$ cat src/logic/icen_regs.vh
/*
 * Register map, field positions, reset values and timing counts of the
 * two-wire controller interrupt-clear and enable block.
 * Assumes an APB master with 32-bit data and full 32-bit byte addresses.
 */
// Function
// Reading receive-done clear register clears receive-done flag bit 7; upper bits zero.
// Reading bus-busy clear register clears activity flag bit 8 only when idle.
// While the controller is active the activity flag stays set despite reads.
// Activity flag clears itself once disabled and no bus activity remains.
// Bus-busy clear register read data shows the current activity flag.
// Reading start-seen clear register clears the start flag at bit 10.
// Reading broadcast-call clear register clears the general-call flag at bit 11.
// Enable is bit 0, resets 0; when 0 both FIFOs are flushed.
// After disable the event flags stay set until the engine is idle. Code clears only the busy flag at idle; the others stay set until read.
// Disabled while transmitting: finish current byte, stop, discard transmit data.
// Disabled while receiving: stop after the current byte and do not acknowledge it.
// Enable changes take effect two controller clocks later.
// Software may disable during a transfer but should let the sequence finish.
// Reading abort clear register clears abort flag bit 6, cause, and flush.
// Reading stop-seen clear register clears the stop flag.
`ifndef ICEN_REGS_VH
`define ICEN_REGS_VH

`define ICEN_OFF_ABORT_CLR   32'h5000_1354
`define ICEN_OFF_RXDONE_CLR  32'h5000_1358
`define ICEN_OFF_BUSY_CLR    32'h5000_135C
`define ICEN_OFF_STOP_CLR    32'h5000_1360
`define ICEN_OFF_START_CLR   32'h5000_1364
`define ICEN_OFF_BCAST_CLR   32'h5000_1368
`define ICEN_OFF_ON_OFF      32'h5000_136C
`define ICEN_OFF_CTRL_STATUS 32'h5000_1370
`define ICEN_OFF_ABORT_CAUSE 32'h5000_1380
`define ICEN_OFF_EVENT_MASK  32'h5000_13A0
`define ICEN_OFF_EVENT_RAW   32'h5000_13A4

`define ICEN_BIT_ABORT   6
`define ICEN_BIT_RXDONE  7
`define ICEN_BIT_BUSY    8
`define ICEN_BIT_STOP    9
`define ICEN_BIT_START   10
`define ICEN_BIT_BCAST   11
`define ICEN_BIT_ENABLE  0

`define ICEN_RST_ENABLE  1'b0
`define ICEN_RST_MASK    16'h0000
`define ICEN_EN_DELAY    2

`endif

$ cat src/logic/icen_sync.v
/*
 * Two-stage synchroniser for pin levels entering the core clock domain.
 * Assumes the inputs are plain levels; only the second stage is read.
 */
`timescale 1ns/1ps
module icen_sync #(
	parameter WIDTH = 2
) (
	input  wire             core_clk,
	input  wire             rst_n,
	input  wire [WIDTH-1:0] asyncIn,
	output reg  [WIDTH-1:0] syncOut
);
	reg [WIDTH-1:0] stage1_reg;

	// Idle bus lines are high, so both stages reset high to avoid a false start.
	always @(posedge core_clk) begin
		if (!rst_n) begin
			stage1_reg <= {WIDTH{1'b1}};
			syncOut    <= {WIDTH{1'b1}};
		end else begin
			stage1_reg <= asyncIn;
			syncOut    <= stage1_reg;
		end
	end
endmodule // icen_sync

$ cat src/logic/icen_core.v
/*
 * Two-wire slave engine with read-to-clear event flags, enable sequencing,
 * FIFO flush control and an APB register slave.
 * Assumes transmit and receive FIFOs outside, fed by txPop and rxPush, and
 * open-drain pads resolved outside from sdaOeN.
 */
// Chosen here: the APB slave port.
`timescale 1ns/1ps
`include "icen_regs.vh"
module icen_core #(
	parameter [6:0] OWN_ADDR = 7'h2A
) (
	input  wire        core_clk,
	input  wire        rst_n,
	input  wire        psel,
	input  wire        penable,
	input  wire        pwrite,
	input  wire [31:0] paddr,
	input  wire [31:0] pwdata,
	output reg  [31:0] prdata,
	output reg         pready,
	output reg         pslverr,
	input  wire        sclIn,
	input  wire        sdaIn,
	output reg         sdaOut,
	output reg         sdaOeN,
	input  wire [7:0]  txByte,
	input  wire        txValid,
	output reg         txPop,
	input  wire        txAbortEvt,
	input  wire [15:0] abortCauseIn,
	output reg         txFlush,
	output reg         rxFlush,
	output reg  [7:0]  rxByte,
	output reg         rxPush,
	output reg         ctrlActive,
	output reg         irq
);
	localparam [2:0] ST_IDLE  = 3'd0;
	localparam [2:0] ST_ADDR  = 3'd1;
	localparam [2:0] ST_ACK   = 3'd2;
	localparam [2:0] ST_RX    = 3'd3;
	localparam [2:0] ST_TX    = 3'd4;
	localparam [2:0] ST_TXACK = 3'd5;

	// A hardware set always beats a clear arriving in the same cycle.
	function flagNext;
		input cur;
		input set;
		input clr;
		begin
			flagNext = set | (cur & ~clr);
		end
	endfunction

	wire [1:0] pinSync;
	wire       scl;
	wire       sda;
	reg        sclPrev_reg;
	reg        sdaPrev_reg;
	wire       sclRise;
	wire       sclFall;
	wire       startCond;
	wire       stopCond;

	icen_sync #(
		.WIDTH (2)
	) icen_sync_i (
		.core_clk (core_clk),
		.rst_n    (rst_n),
		.asyncIn  ({sclIn, sdaIn}),
		.syncOut  (pinSync)
	);

	assign scl       = pinSync[1];
	assign sda       = pinSync[0];
	assign sclRise   = scl & ~sclPrev_reg;
	assign sclFall   = ~scl & sclPrev_reg;
	assign startCond = scl & sclPrev_reg & sdaPrev_reg & ~sda;
	assign stopCond  = scl & sclPrev_reg & ~sdaPrev_reg & sda;

	always @(posedge core_clk) begin
		if (!rst_n) begin
			sclPrev_reg <= 1'b1;
			sdaPrev_reg <= 1'b1;
		end else begin
			sclPrev_reg <= scl;
			sdaPrev_reg <= sda;
		end
	end

	reg        enable_reg;
	reg  [1:0] enPipe_reg;
	wire       enEff;

	// The engine sees an enable change only after two core clocks.
	always @(posedge core_clk) begin
		if (!rst_n) begin
			enPipe_reg <= {2{`ICEN_RST_ENABLE}};
		end else begin
			enPipe_reg <= {enPipe_reg[0], enable_reg};
		end
	end
	assign enEff = enPipe_reg[`ICEN_EN_DELAY-1];

	reg [2:0] state_reg;
	reg [3:0] bitCnt_reg;
	reg [7:0] shift_reg;
	reg       isRead_reg;
	reg       rxDonePulse_reg;
	reg       bcastPulse_reg;
	wire      engActive;

	assign engActive = (state_reg != ST_IDLE);

	always @(posedge core_clk) begin
		if (!rst_n) begin
			state_reg       <= ST_IDLE;
			bitCnt_reg      <= 4'h0;
			shift_reg       <= 8'h00;
			isRead_reg      <= 1'b0;
			sdaOeN          <= 1'b1;
			sdaOut          <= 1'b0;
			txPop           <= 1'b0;
			rxPush          <= 1'b0;
			rxByte          <= 8'h00;
			rxDonePulse_reg <= 1'b0;
			bcastPulse_reg  <= 1'b0;
		end else begin
			txPop           <= 1'b0;
			rxPush          <= 1'b0;
			rxDonePulse_reg <= 1'b0;
			bcastPulse_reg  <= 1'b0;
			sdaOut          <= 1'b0;
			if (stopCond) begin
				state_reg <= ST_IDLE;
				sdaOeN    <= 1'b1;
			end else if (startCond) begin
				state_reg  <= ST_ADDR;
				bitCnt_reg <= 4'h0;
				sdaOeN     <= 1'b1;
			end else begin
				case (state_reg)
				ST_ADDR, ST_RX: begin
					if (sclRise && bitCnt_reg < 4'd8) begin
						shift_reg  <= {shift_reg[6:0], sda};
						bitCnt_reg <= bitCnt_reg + 4'd1;
					end else if (sclFall && bitCnt_reg == 4'd8) begin
						if (state_reg == ST_ADDR) begin
							if (enEff && shift_reg[7:1] == OWN_ADDR) begin
								sdaOeN     <= 1'b0;
								isRead_reg <= shift_reg[0];
								state_reg  <= ST_ACK;
							end else if (enEff && shift_reg == 8'h00) begin
								sdaOeN         <= 1'b0;
								isRead_reg     <= 1'b0;
								bcastPulse_reg <= 1'b1;
								state_reg      <= ST_ACK;
							end else begin
								state_reg <= ST_IDLE;
							end
						end else if (enEff) begin
							sdaOeN    <= 1'b0;
							rxByte    <= shift_reg;
							rxPush    <= 1'b1;
							state_reg <= ST_ACK;
						end else begin
							// Byte in flight when disabled is dropped unacknowledged.
							sdaOeN    <= 1'b1;
							state_reg <= ST_IDLE;
						end
					end
				end
				ST_ACK: begin
					if (sclFall) begin
						if (isRead_reg) begin
							shift_reg  <= txValid ? txByte : 8'hFF;
							txPop      <= txValid;
							sdaOeN     <= txValid ? txByte[7] : 1'b1;
							bitCnt_reg <= 4'd1;
							state_reg  <= ST_TX;
						end else begin
							sdaOeN     <= 1'b1;
							bitCnt_reg <= 4'h0;
							state_reg  <= ST_RX;
						end
					end
				end
				ST_TX: begin
					if (sclFall) begin
						if (bitCnt_reg < 4'd8) begin
							sdaOeN     <= shift_reg[6];
							shift_reg  <= {shift_reg[6:0], 1'b1};
							bitCnt_reg <= bitCnt_reg + 4'd1;
						end else begin
							sdaOeN    <= 1'b1;
							state_reg <= ST_TXACK;
						end
					end
				end
				ST_TXACK: begin
					if (sclRise) begin
						if (sda) begin
							rxDonePulse_reg <= 1'b1;
							state_reg       <= ST_IDLE;
						end else if (!enEff) begin
							// Current byte is complete; stop and let the flush drop the rest.
							state_reg <= ST_IDLE;
						end else begin
							state_reg <= ST_ACK;
						end
					end
				end
				default: begin
					state_reg <= ST_IDLE;
					sdaOeN    <= 1'b1;
				end
				endcase
			end
		end
	end

	reg        abortFlag_reg;
	reg        rxDoneFlag_reg;
	reg        busyFlag_reg;
	reg        stopFlag_reg;
	reg        startFlag_reg;
	reg        bcastFlag_reg;
	reg [15:0] abortCause_reg;
	reg [15:0] mask_reg;
	wire [15:0] rawEvents;

	assign rawEvents = {4'h0, bcastFlag_reg, startFlag_reg, stopFlag_reg, busyFlag_reg,
		rxDoneFlag_reg, abortFlag_reg, 6'h00};

	wire accessEdge;
	wire rdEdge;
	wire rawRd;
	wire clrAbort;
	wire clrRxDone;
	wire clrBusy;
	wire clrStop;
	wire clrStart;
	wire clrBcast;

	assign accessEdge = psel & penable & pready;
	assign rdEdge     = accessEdge & ~pwrite;
	assign rawRd      = rdEdge && paddr == `ICEN_OFF_EVENT_RAW;
	// Only a flag the read actually returned as set is cleared.
	assign clrAbort  = (rdEdge && paddr == `ICEN_OFF_ABORT_CLR && prdata[0]) ||
		(rawRd && prdata[`ICEN_BIT_ABORT]);
	assign clrRxDone = (rdEdge && paddr == `ICEN_OFF_RXDONE_CLR && prdata[0]) ||
		(rawRd && prdata[`ICEN_BIT_RXDONE]);
	assign clrBusy   = (rdEdge && paddr == `ICEN_OFF_BUSY_CLR && prdata[0]) ||
		(rawRd && prdata[`ICEN_BIT_BUSY]);
	assign clrStop   = (rdEdge && paddr == `ICEN_OFF_STOP_CLR && prdata[0]) ||
		(rawRd && prdata[`ICEN_BIT_STOP]);
	assign clrStart  = (rdEdge && paddr == `ICEN_OFF_START_CLR && prdata[0]) ||
		(rawRd && prdata[`ICEN_BIT_START]);
	assign clrBcast  = (rdEdge && paddr == `ICEN_OFF_BCAST_CLR && prdata[0]) ||
		(rawRd && prdata[`ICEN_BIT_BCAST]);

	// A disable clears only the busy flag, and only once the engine is idle; the rest drain by reads.
	always @(posedge core_clk) begin
		if (!rst_n) begin
			abortFlag_reg  <= 1'b0;
			rxDoneFlag_reg <= 1'b0;
			busyFlag_reg   <= 1'b0;
			stopFlag_reg   <= 1'b0;
			startFlag_reg  <= 1'b0;
			bcastFlag_reg  <= 1'b0;
			abortCause_reg <= 16'h0000;
		end else begin
			abortFlag_reg  <= flagNext(abortFlag_reg, txAbortEvt, clrAbort);
			abortCause_reg <= txAbortEvt ? (abortCause_reg | abortCauseIn) :
				(clrAbort ? 16'h0000 : abortCause_reg);
			rxDoneFlag_reg <= flagNext(rxDoneFlag_reg, rxDonePulse_reg, clrRxDone);
			busyFlag_reg   <= flagNext(busyFlag_reg, engActive,
				clrBusy | ~enEff);
			stopFlag_reg   <= flagNext(stopFlag_reg, stopCond, clrStop);
			startFlag_reg  <= flagNext(startFlag_reg, startCond, clrStart);
			bcastFlag_reg  <= flagNext(bcastFlag_reg, bcastPulse_reg, clrBcast);
		end
	end

	reg [15:0] rdData;
	reg        rdHit;

	// Reserved bits above each field read as zero.
	always @* begin
		rdData = 16'h0000;
		rdHit  = 1'b1;
		case (paddr)
		`ICEN_OFF_ABORT_CLR:   rdData[0] = abortFlag_reg;
		`ICEN_OFF_RXDONE_CLR:  rdData[0] = rxDoneFlag_reg;
		`ICEN_OFF_BUSY_CLR:    rdData[0] = busyFlag_reg;
		`ICEN_OFF_STOP_CLR:    rdData[0] = stopFlag_reg;
		`ICEN_OFF_START_CLR:   rdData[0] = startFlag_reg;
		`ICEN_OFF_BCAST_CLR:   rdData[0] = bcastFlag_reg;
		`ICEN_OFF_ON_OFF:      rdData[`ICEN_BIT_ENABLE] = enable_reg;
		`ICEN_OFF_CTRL_STATUS: rdData[0] = engActive;
		`ICEN_OFF_ABORT_CAUSE: rdData = abortCause_reg;
		`ICEN_OFF_EVENT_MASK:  rdData = mask_reg;
		`ICEN_OFF_EVENT_RAW:   rdData = rawEvents;
		default:               rdHit = 1'b0;
		endcase
	end

	// Read data and pready are registered in the setup cycle, so every access
	// completes with no wait state; side effects happen at the access edge.
	always @(posedge core_clk) begin
		if (!rst_n) begin
			prdata     <= 32'h0000_0000;
			pready     <= 1'b0;
			pslverr    <= 1'b0;
			enable_reg <= `ICEN_RST_ENABLE;
			mask_reg   <= `ICEN_RST_MASK;
		end else begin
			if (psel && !penable) begin
				pready  <= 1'b1;
				pslverr <= ~rdHit;
				prdata  <= pwrite ? 32'h0000_0000 : {16'h0000, rdData};
			end else if (accessEdge) begin
				pready  <= 1'b0;
				pslverr <= 1'b0;
				if (pwrite && paddr == `ICEN_OFF_ON_OFF) begin
					enable_reg <= pwdata[`ICEN_BIT_ENABLE];
				end
				if (pwrite && paddr == `ICEN_OFF_EVENT_MASK) begin
					mask_reg <= pwdata[15:0];
				end
			end
		end
	end

	always @(posedge core_clk) begin
		if (!rst_n) begin
			txFlush    <= 1'b1;
			rxFlush    <= 1'b1;
			ctrlActive <= 1'b0;
			irq        <= 1'b0;
		end else begin
			txFlush    <= ~enEff | abortFlag_reg;
			rxFlush    <= ~enEff;
			ctrlActive <= engActive;
			irq        <= |(rawEvents & mask_reg);
		end
	end
endmodule // icen_core

$ cat config.mk
export PLATFORM = sky130hd
export DESIGN_NAME = icen_core
export DESIGN_NICKNAME = d
export VERILOG_FILES = /design/src/logic/icen_sync.v /design/src/logic/icen_core.v
export VERILOG_INCLUDE_DIRS = /design/src /design/src/logic
export SDC_FILE = /design/constraint.sdc
export NUM_CORES = 1
export LEC_CHECK = 0
export BUFFER_PORTS_ARGS = -buffer_cell sky130_fd_sc_hd__buf_2
export CAP_MARGIN = 20
export CORE_ASPECT_RATIO = 0.7
export CORE_MARGIN = 5
export CORE_UTILIZATION = 46
export DETAILED_ROUTE_END_ITERATION = 10
export GPL_TIMING_DRIVEN = 0
export PLACE_DENSITY = 0.81
export SYNTH_ARGS = -nofsm -noshare
export SYNTH_HDL_FRONTEND = slang
export SYNTH_SLANG_ARGS = --single-unit
$ cat constraint.sdc
create_clock -name core_clk -period 2.3 [get_ports core_clk]
set_input_delay 0.46 -clock core_clk [delete_from_list [all_inputs] [get_ports core_clk]]
set_output_delay 0.46 -clock core_clk [all_outputs]
set_load 0.005 [all_outputs]
== After elaboration in Yosys (flattened, before gate mapping) ==
Index checks and enable logic that the tools add are counted.

* Output and inout bits: 50
* Input port bits: 97
* Logic and storage cells: 233
* Register bits after elaboration: 114

* Bitwise logic cells: 52
* $add $sub $neg: 1
* Mux-type cells: 53
* Eq/ne operators: 36
* Reductions and logical operators: 58
* Order comparisons: 1

{| class="wikitable"
|+ Operators with widths
! kind !! count
|-
| $eq A32 B31 Y1 const B || 11
|-
| $mux W16 || 3
|-
| $mux W8 || 6
|-
| $pmux W15 S3 || 1
|-
| $logic_and A1 B1 Y1 || 26
|-
| $not A1 Y1 || 26
|-
| $mux W3 || 8
|-
| $ne A3 B3 Y1 const B || 8
|-
| $pmux W8 S3 || 1
|-
| $reduce_and A6 Y1 || 4
|-
| $mux W1 || 21
|-
| $mux W4 || 5
|-
| $ne A2 B2 Y1 const B || 9
|-
| $and A1 B1 Y1 || 16
|-
| $and A12 B16 Y16 || 1
|-
| $or A16 B16 Y16 || 1
|-
| $reduce_or A16 Y1 || 1
|-
| $reduce_and A7 Y1 || 2
|-
| $pmux W3 S4 || 1
|-
| $pmux W4 S3 || 1
|-
| $reduce_or A11 Y1 || 1
|-
| $pmux W1 S10 || 1
|-
| $logic_not A8 Y1 || 1
|-
| $mux W2 || 4
|-
| other kinds (23) || 42
|}

== Logic depth before layout (Yosys ltp) ==
* Depth in word-level cells: 10
* Mapped depth: 7
* Mapped depth without buffers: 6

== By module ==
From an unflattened synthesis, not the netlist that was laid out.

* Cell total of the unflattened synthesis: 511
* Area, all modules: 4648.2 µm²

{| class="wikitable"
|+ Modules (own cells, without submodules)
! module !! cells each !! area an instance (µm²) !! sequential area each (µm²) !! instances
|-
| icen_core || 503 || 4543.1 || 1881.8 || 1
|-
| icen_sync || 8 || 105.1 || 80.1 || 1
|}

== Worst setup path before layout ==
OpenSTA, ideal clock, no wires.

* Kind: input to register
* Start point: in paddr[20]
* End point: reg prdata[11]
* Stages on the path: 7
* Arrival time: 2.156 ns
* Buffers on the path: 2
* Setup slack: 0.058 ns
* Required time: 2.213 ns
* Library setup time: 0.087 ns
* Cells stage by stage: nor4_1 > nand4_1 > or2_1 > buf_2 > or4_1 > buf_2 > a221oi_2

* Word-level cells in the longest chain between the ends: 3
* Elaborated cells between the ends (all ways): 5
* Classes of those cells: 3 x eq/ne; 2 x mux

{| class="wikitable"
|+ RTL lines
! item !! RTL line !! text
|-
| start: declaration || icen_core.v:18 || <nowiki>input wire [31:0] paddr,</nowiki>
|-
| $eq A32 B31 Y1 || icen_core.v:293 || <nowiki>case (paddr)</nowiki>
|-
| $pmux W15 S3 * || icen_core.v:293 ||
|-
| $mux W16 * || icen_core.v:322 || <nowiki>prdata <= pwrite ? 32'h0000_0000 : {16'h0000, rdData};</nowiki>
|-
| end signal: assignment || icen_core.v:322 ||
|-
| end: declaration || icen_core.v:20 || <nowiki>output reg [31:0] prdata,</nowiki>
|}

Every way passes the cells marked *; elsewhere a longest branch is shown, timed or not.
A chain may end at the register's enable or synchronous reset.

== Final worst setup path ==
* Start point: in paddr[27]
* End point: reg prdata[11]

Same word-level chain as after synthesis.

==> summary.md <==
| Metric | Value |
|---|---|
| Total number of vias | `4,739` |
| Sequential fraction of the synthesis area | `42.21%` |
| Via density per instance | `5.737` |
| LEAKAGE | `2.429 nW` |
| End point of the most critical hold path | `icen_sync_i.stage1_reg[0]$_SDFF_PN1_` |
| Critical Path Sink Type | `flip-flop` |
| Worst Path Required | `2.56 ns` |
| Clock latency reported for the late side of the worst-skew pair | `0.34 ns` |
| Most common cell after layout, fill and taps aside | `buf_2` |
| Worst hold margin | `0.3063 ns` |
| Diodes inserted | `0` |
| Number of DRC markers in iteration 0 | `398` |
| Initial core utilization | `47.45%` |
| Number of global-route vias before repair | `4,646` |
| Kind of path behind the tightest hold check | `in2reg` |
| Clock tree from TritonCTS | `yes` |
| Number of synthesized flops with an enable pin | `0` |
| Maximum level of the CTS H-tree | `3` |
| Fraction of layout cells with a size suffix above 1 | `23.93%` |
| Number of antenna violations at the first check in global routing | `0` |
| Buffer cell driving the clock tree root | `clkbuf_16` |
| Max-slew violation count | `0` |
| Design Power | `3.506 mW` |
| Arrival time worst endpoint | `2.52 ns` |
| Transition at the pin with the smallest max-transition slack | `0.7504 ns` |
| Relative max-transition margin | `49.59%` |
| VDD IR max | `496.7 uV` |
| Max-cap check violation count | `0` |
| Commonest cells after routing, fill and taps aside | `117 x buf_2, 98 x dfxtp_1, 57 x nand2_1` |
| Fin crit share | `98.17%` |
| Longest Clk Path Bufs | `2` |
| Total core area | `9797 um^2` |
| Min cycle time layout | `2.258 ns` |
| PortBufs | `111` |
| Number of buffers created by CTS | `9` |
| Syn_area_per_cell | `8.405 um^2` |
| Ratio of total power to cell area | `604.6 nW/um^2` |
| Maximum number of pins on one net before global-route repair | `19` |
| Total Die Area | `12,250 um^2` |
| Worst hold start | `sdaIn` |
| Number of warnings reported in the yosys synthesis log | `0` |
| Chip height | `94.11 um` |
| Result of the run | `finished clean` |
| Synthesized netlist cell count | `553` |
| Routability congestion estimate from global placement | `0.9196` |
| Post-route antenna net violation count | `0` |
| Overall routed net length | `14,700 um` |
| Die width | `130.1 um` |
| Type of the worst setup path | `in2reg` |
| Post-CTS clock slew at the launch and capture registers of the worst setup and hold paths | `0.07 ns` |
| Reg-to-reg setup timing slack | `0.21 ns` |
| R2R cell count | `7` |
| Wire length of the first global-routing pass | `23,400 um` |
| Drt first pass iters | `5` |
| Global-route usage over all layers | `24.25%` |
| Number of rows in the core area | `30` |
| Final Net Count | `792` |
| Main synth FF type | `dfxtp_1` |
| Routed WL per cell | `17.80 um` |
| Number of register bits inferred by synthesis | `98` |
| Gr ovfl total | `0` |
| DRC Markers | `0` |
| Fmax | `442.9 MHz` |
| Asr flop ratio synth | `0%` |
| Reg2reg start | `state_reg[2]$_SDFFE_PP0P_` |
| Worst Clk Skew | `0.007904 ns` |
| Worst r2r dst | `shift_reg[7]$_SDFFE_PN0P_` |
| Clock net sink count | `98` |
| Post-Synthesis Cell Area | `4648 um^2` |
| Maximum fanout along the worst path | `9` |
| I/O pin total | `147` |
| Setup-failing EPs final | `0` |
| Total count of hold-check failures in the final report | `0` |
| Layout Area Growth over Synthesis | `24.74%` |
| Post-detail-place hpwl | `11,290 um` |
| Count of cell types in the netlist | `59` |
| Element type at the critical path start | `input pin` |
| Worst hold path cell count | `2` |
## synth_stat cells, types with 9 or more instances
library cell,n,share of area [%]
nor2_1,48,3.9
o211ai_1,9,1.5
nand3_1,22,2.4
nand2b_1,11,1.5
clkbuf_1,24,1.9
nor3_1,11,1.2
a21oi_1,35,3.8
nand2_1,57,4.6
o21ai_1,28,3.0
dfxtp_1,98,42
buf_4,17,2.7
mux2i_1,30,6.5
o21ai_0,9,0.97
inv_1,16,1.3
## metrics by stage
stage	cell area, um^2	setup TNS (ns)	util [%]	cells	worst slack, ns
after floorplan	4708	0	-	569	0.05771
after global placement	5424	-13.42	55.36	808	-0.4949
after detailed placement	5424	-14.22	55.36	808	-0.4762
after CTS	5743	0	58.62	825	0.02723
after global routing	5798	-0.009677	59.18	826	-0.009677
final	5798	0	59.18	826	0.04217
## report_power, final
part	internal, mW	switching (mW)
clock network	0.756	0.702
registers	1.72	0.0202
logic	0.128	0.176
## critical path, cell delays in order
cell and delay (ns):
buf_2 0.10, nor4bb_1 0.27, nand4_1 0.23, or2_1 0.29
buf_2 0.20, or4_1 0.51, buf_2 0.20, a221oi_2 0.26
## kinds of logic (layout without fill, tap and decap cells)
family / after synthesis / after routing / share of synthesized area, %
xor gates and xnor gates: 2 / 2 / 0.3769
buffers and inverters: 68 / 197 / 7.026
muxes: 30 / 30 / 6.460
other: 1 / 17 / 0.08068
AOI/OAI and AO/OA: 134 / 134 / 18.90
DFF: 98 / 98 / 42.21
and+or+nand+nor: 218 / 218 / 24.41
adders and majority gates: 2 / 2 / 0.5383
## routing by layer
metal | wire length, um | vias up | GRT usage, %
li1 | - | 2247 | -
met1 | 6565 | 2205 | 35.00
met2 | 6327 | 261 | 35.41
met3 | 1584 | 26 | 6.307
met4 | 226 | 0 | 6.834
met5 | 0 | - | 0
## how the worst max path moves through the flow
stage                   start  slack, ns                   endpoint
floorplan           paddr[20]       0.06    prdata[11]$_SDFFE_PN0P_
global placement     paddr[2]      -0.49   mask_reg[8]$_SDFFE_PN0P_
detailed placement   paddr[2]      -0.48  mask_reg[10]$_SDFFE_PN0P_
CTS                 paddr[20]       0.03    prdata[11]$_SDFFE_PN0P_
global route        paddr[20]      -0.01    prdata[11]$_SDFFE_PN0P_
finish              paddr[27]       0.04    prdata[11]$_SDFFE_PN0P_
## what timing repair did
item                       4_1_cts  5_1_grt
pin swaps                        1        1
hold buffers                     0        0
resized for setup                3       10
setup endpoints to repair       30       32
buffers inserted                 1        1
## layout make-up
cell class / count / area, um^2
clock buffer: 9 / 225.2
tap: 128 / 160.2
multi-input combinational: 403 / 2490
fill: 868 / 3999
timing repair buffer: 113 / 570.5
sequential: 98 / 1962
buffer: 52 / 267.8
inverter: 16 / 60.06
clock inverter: 7 / 62.56
Power figures use the tool's default switching activity.
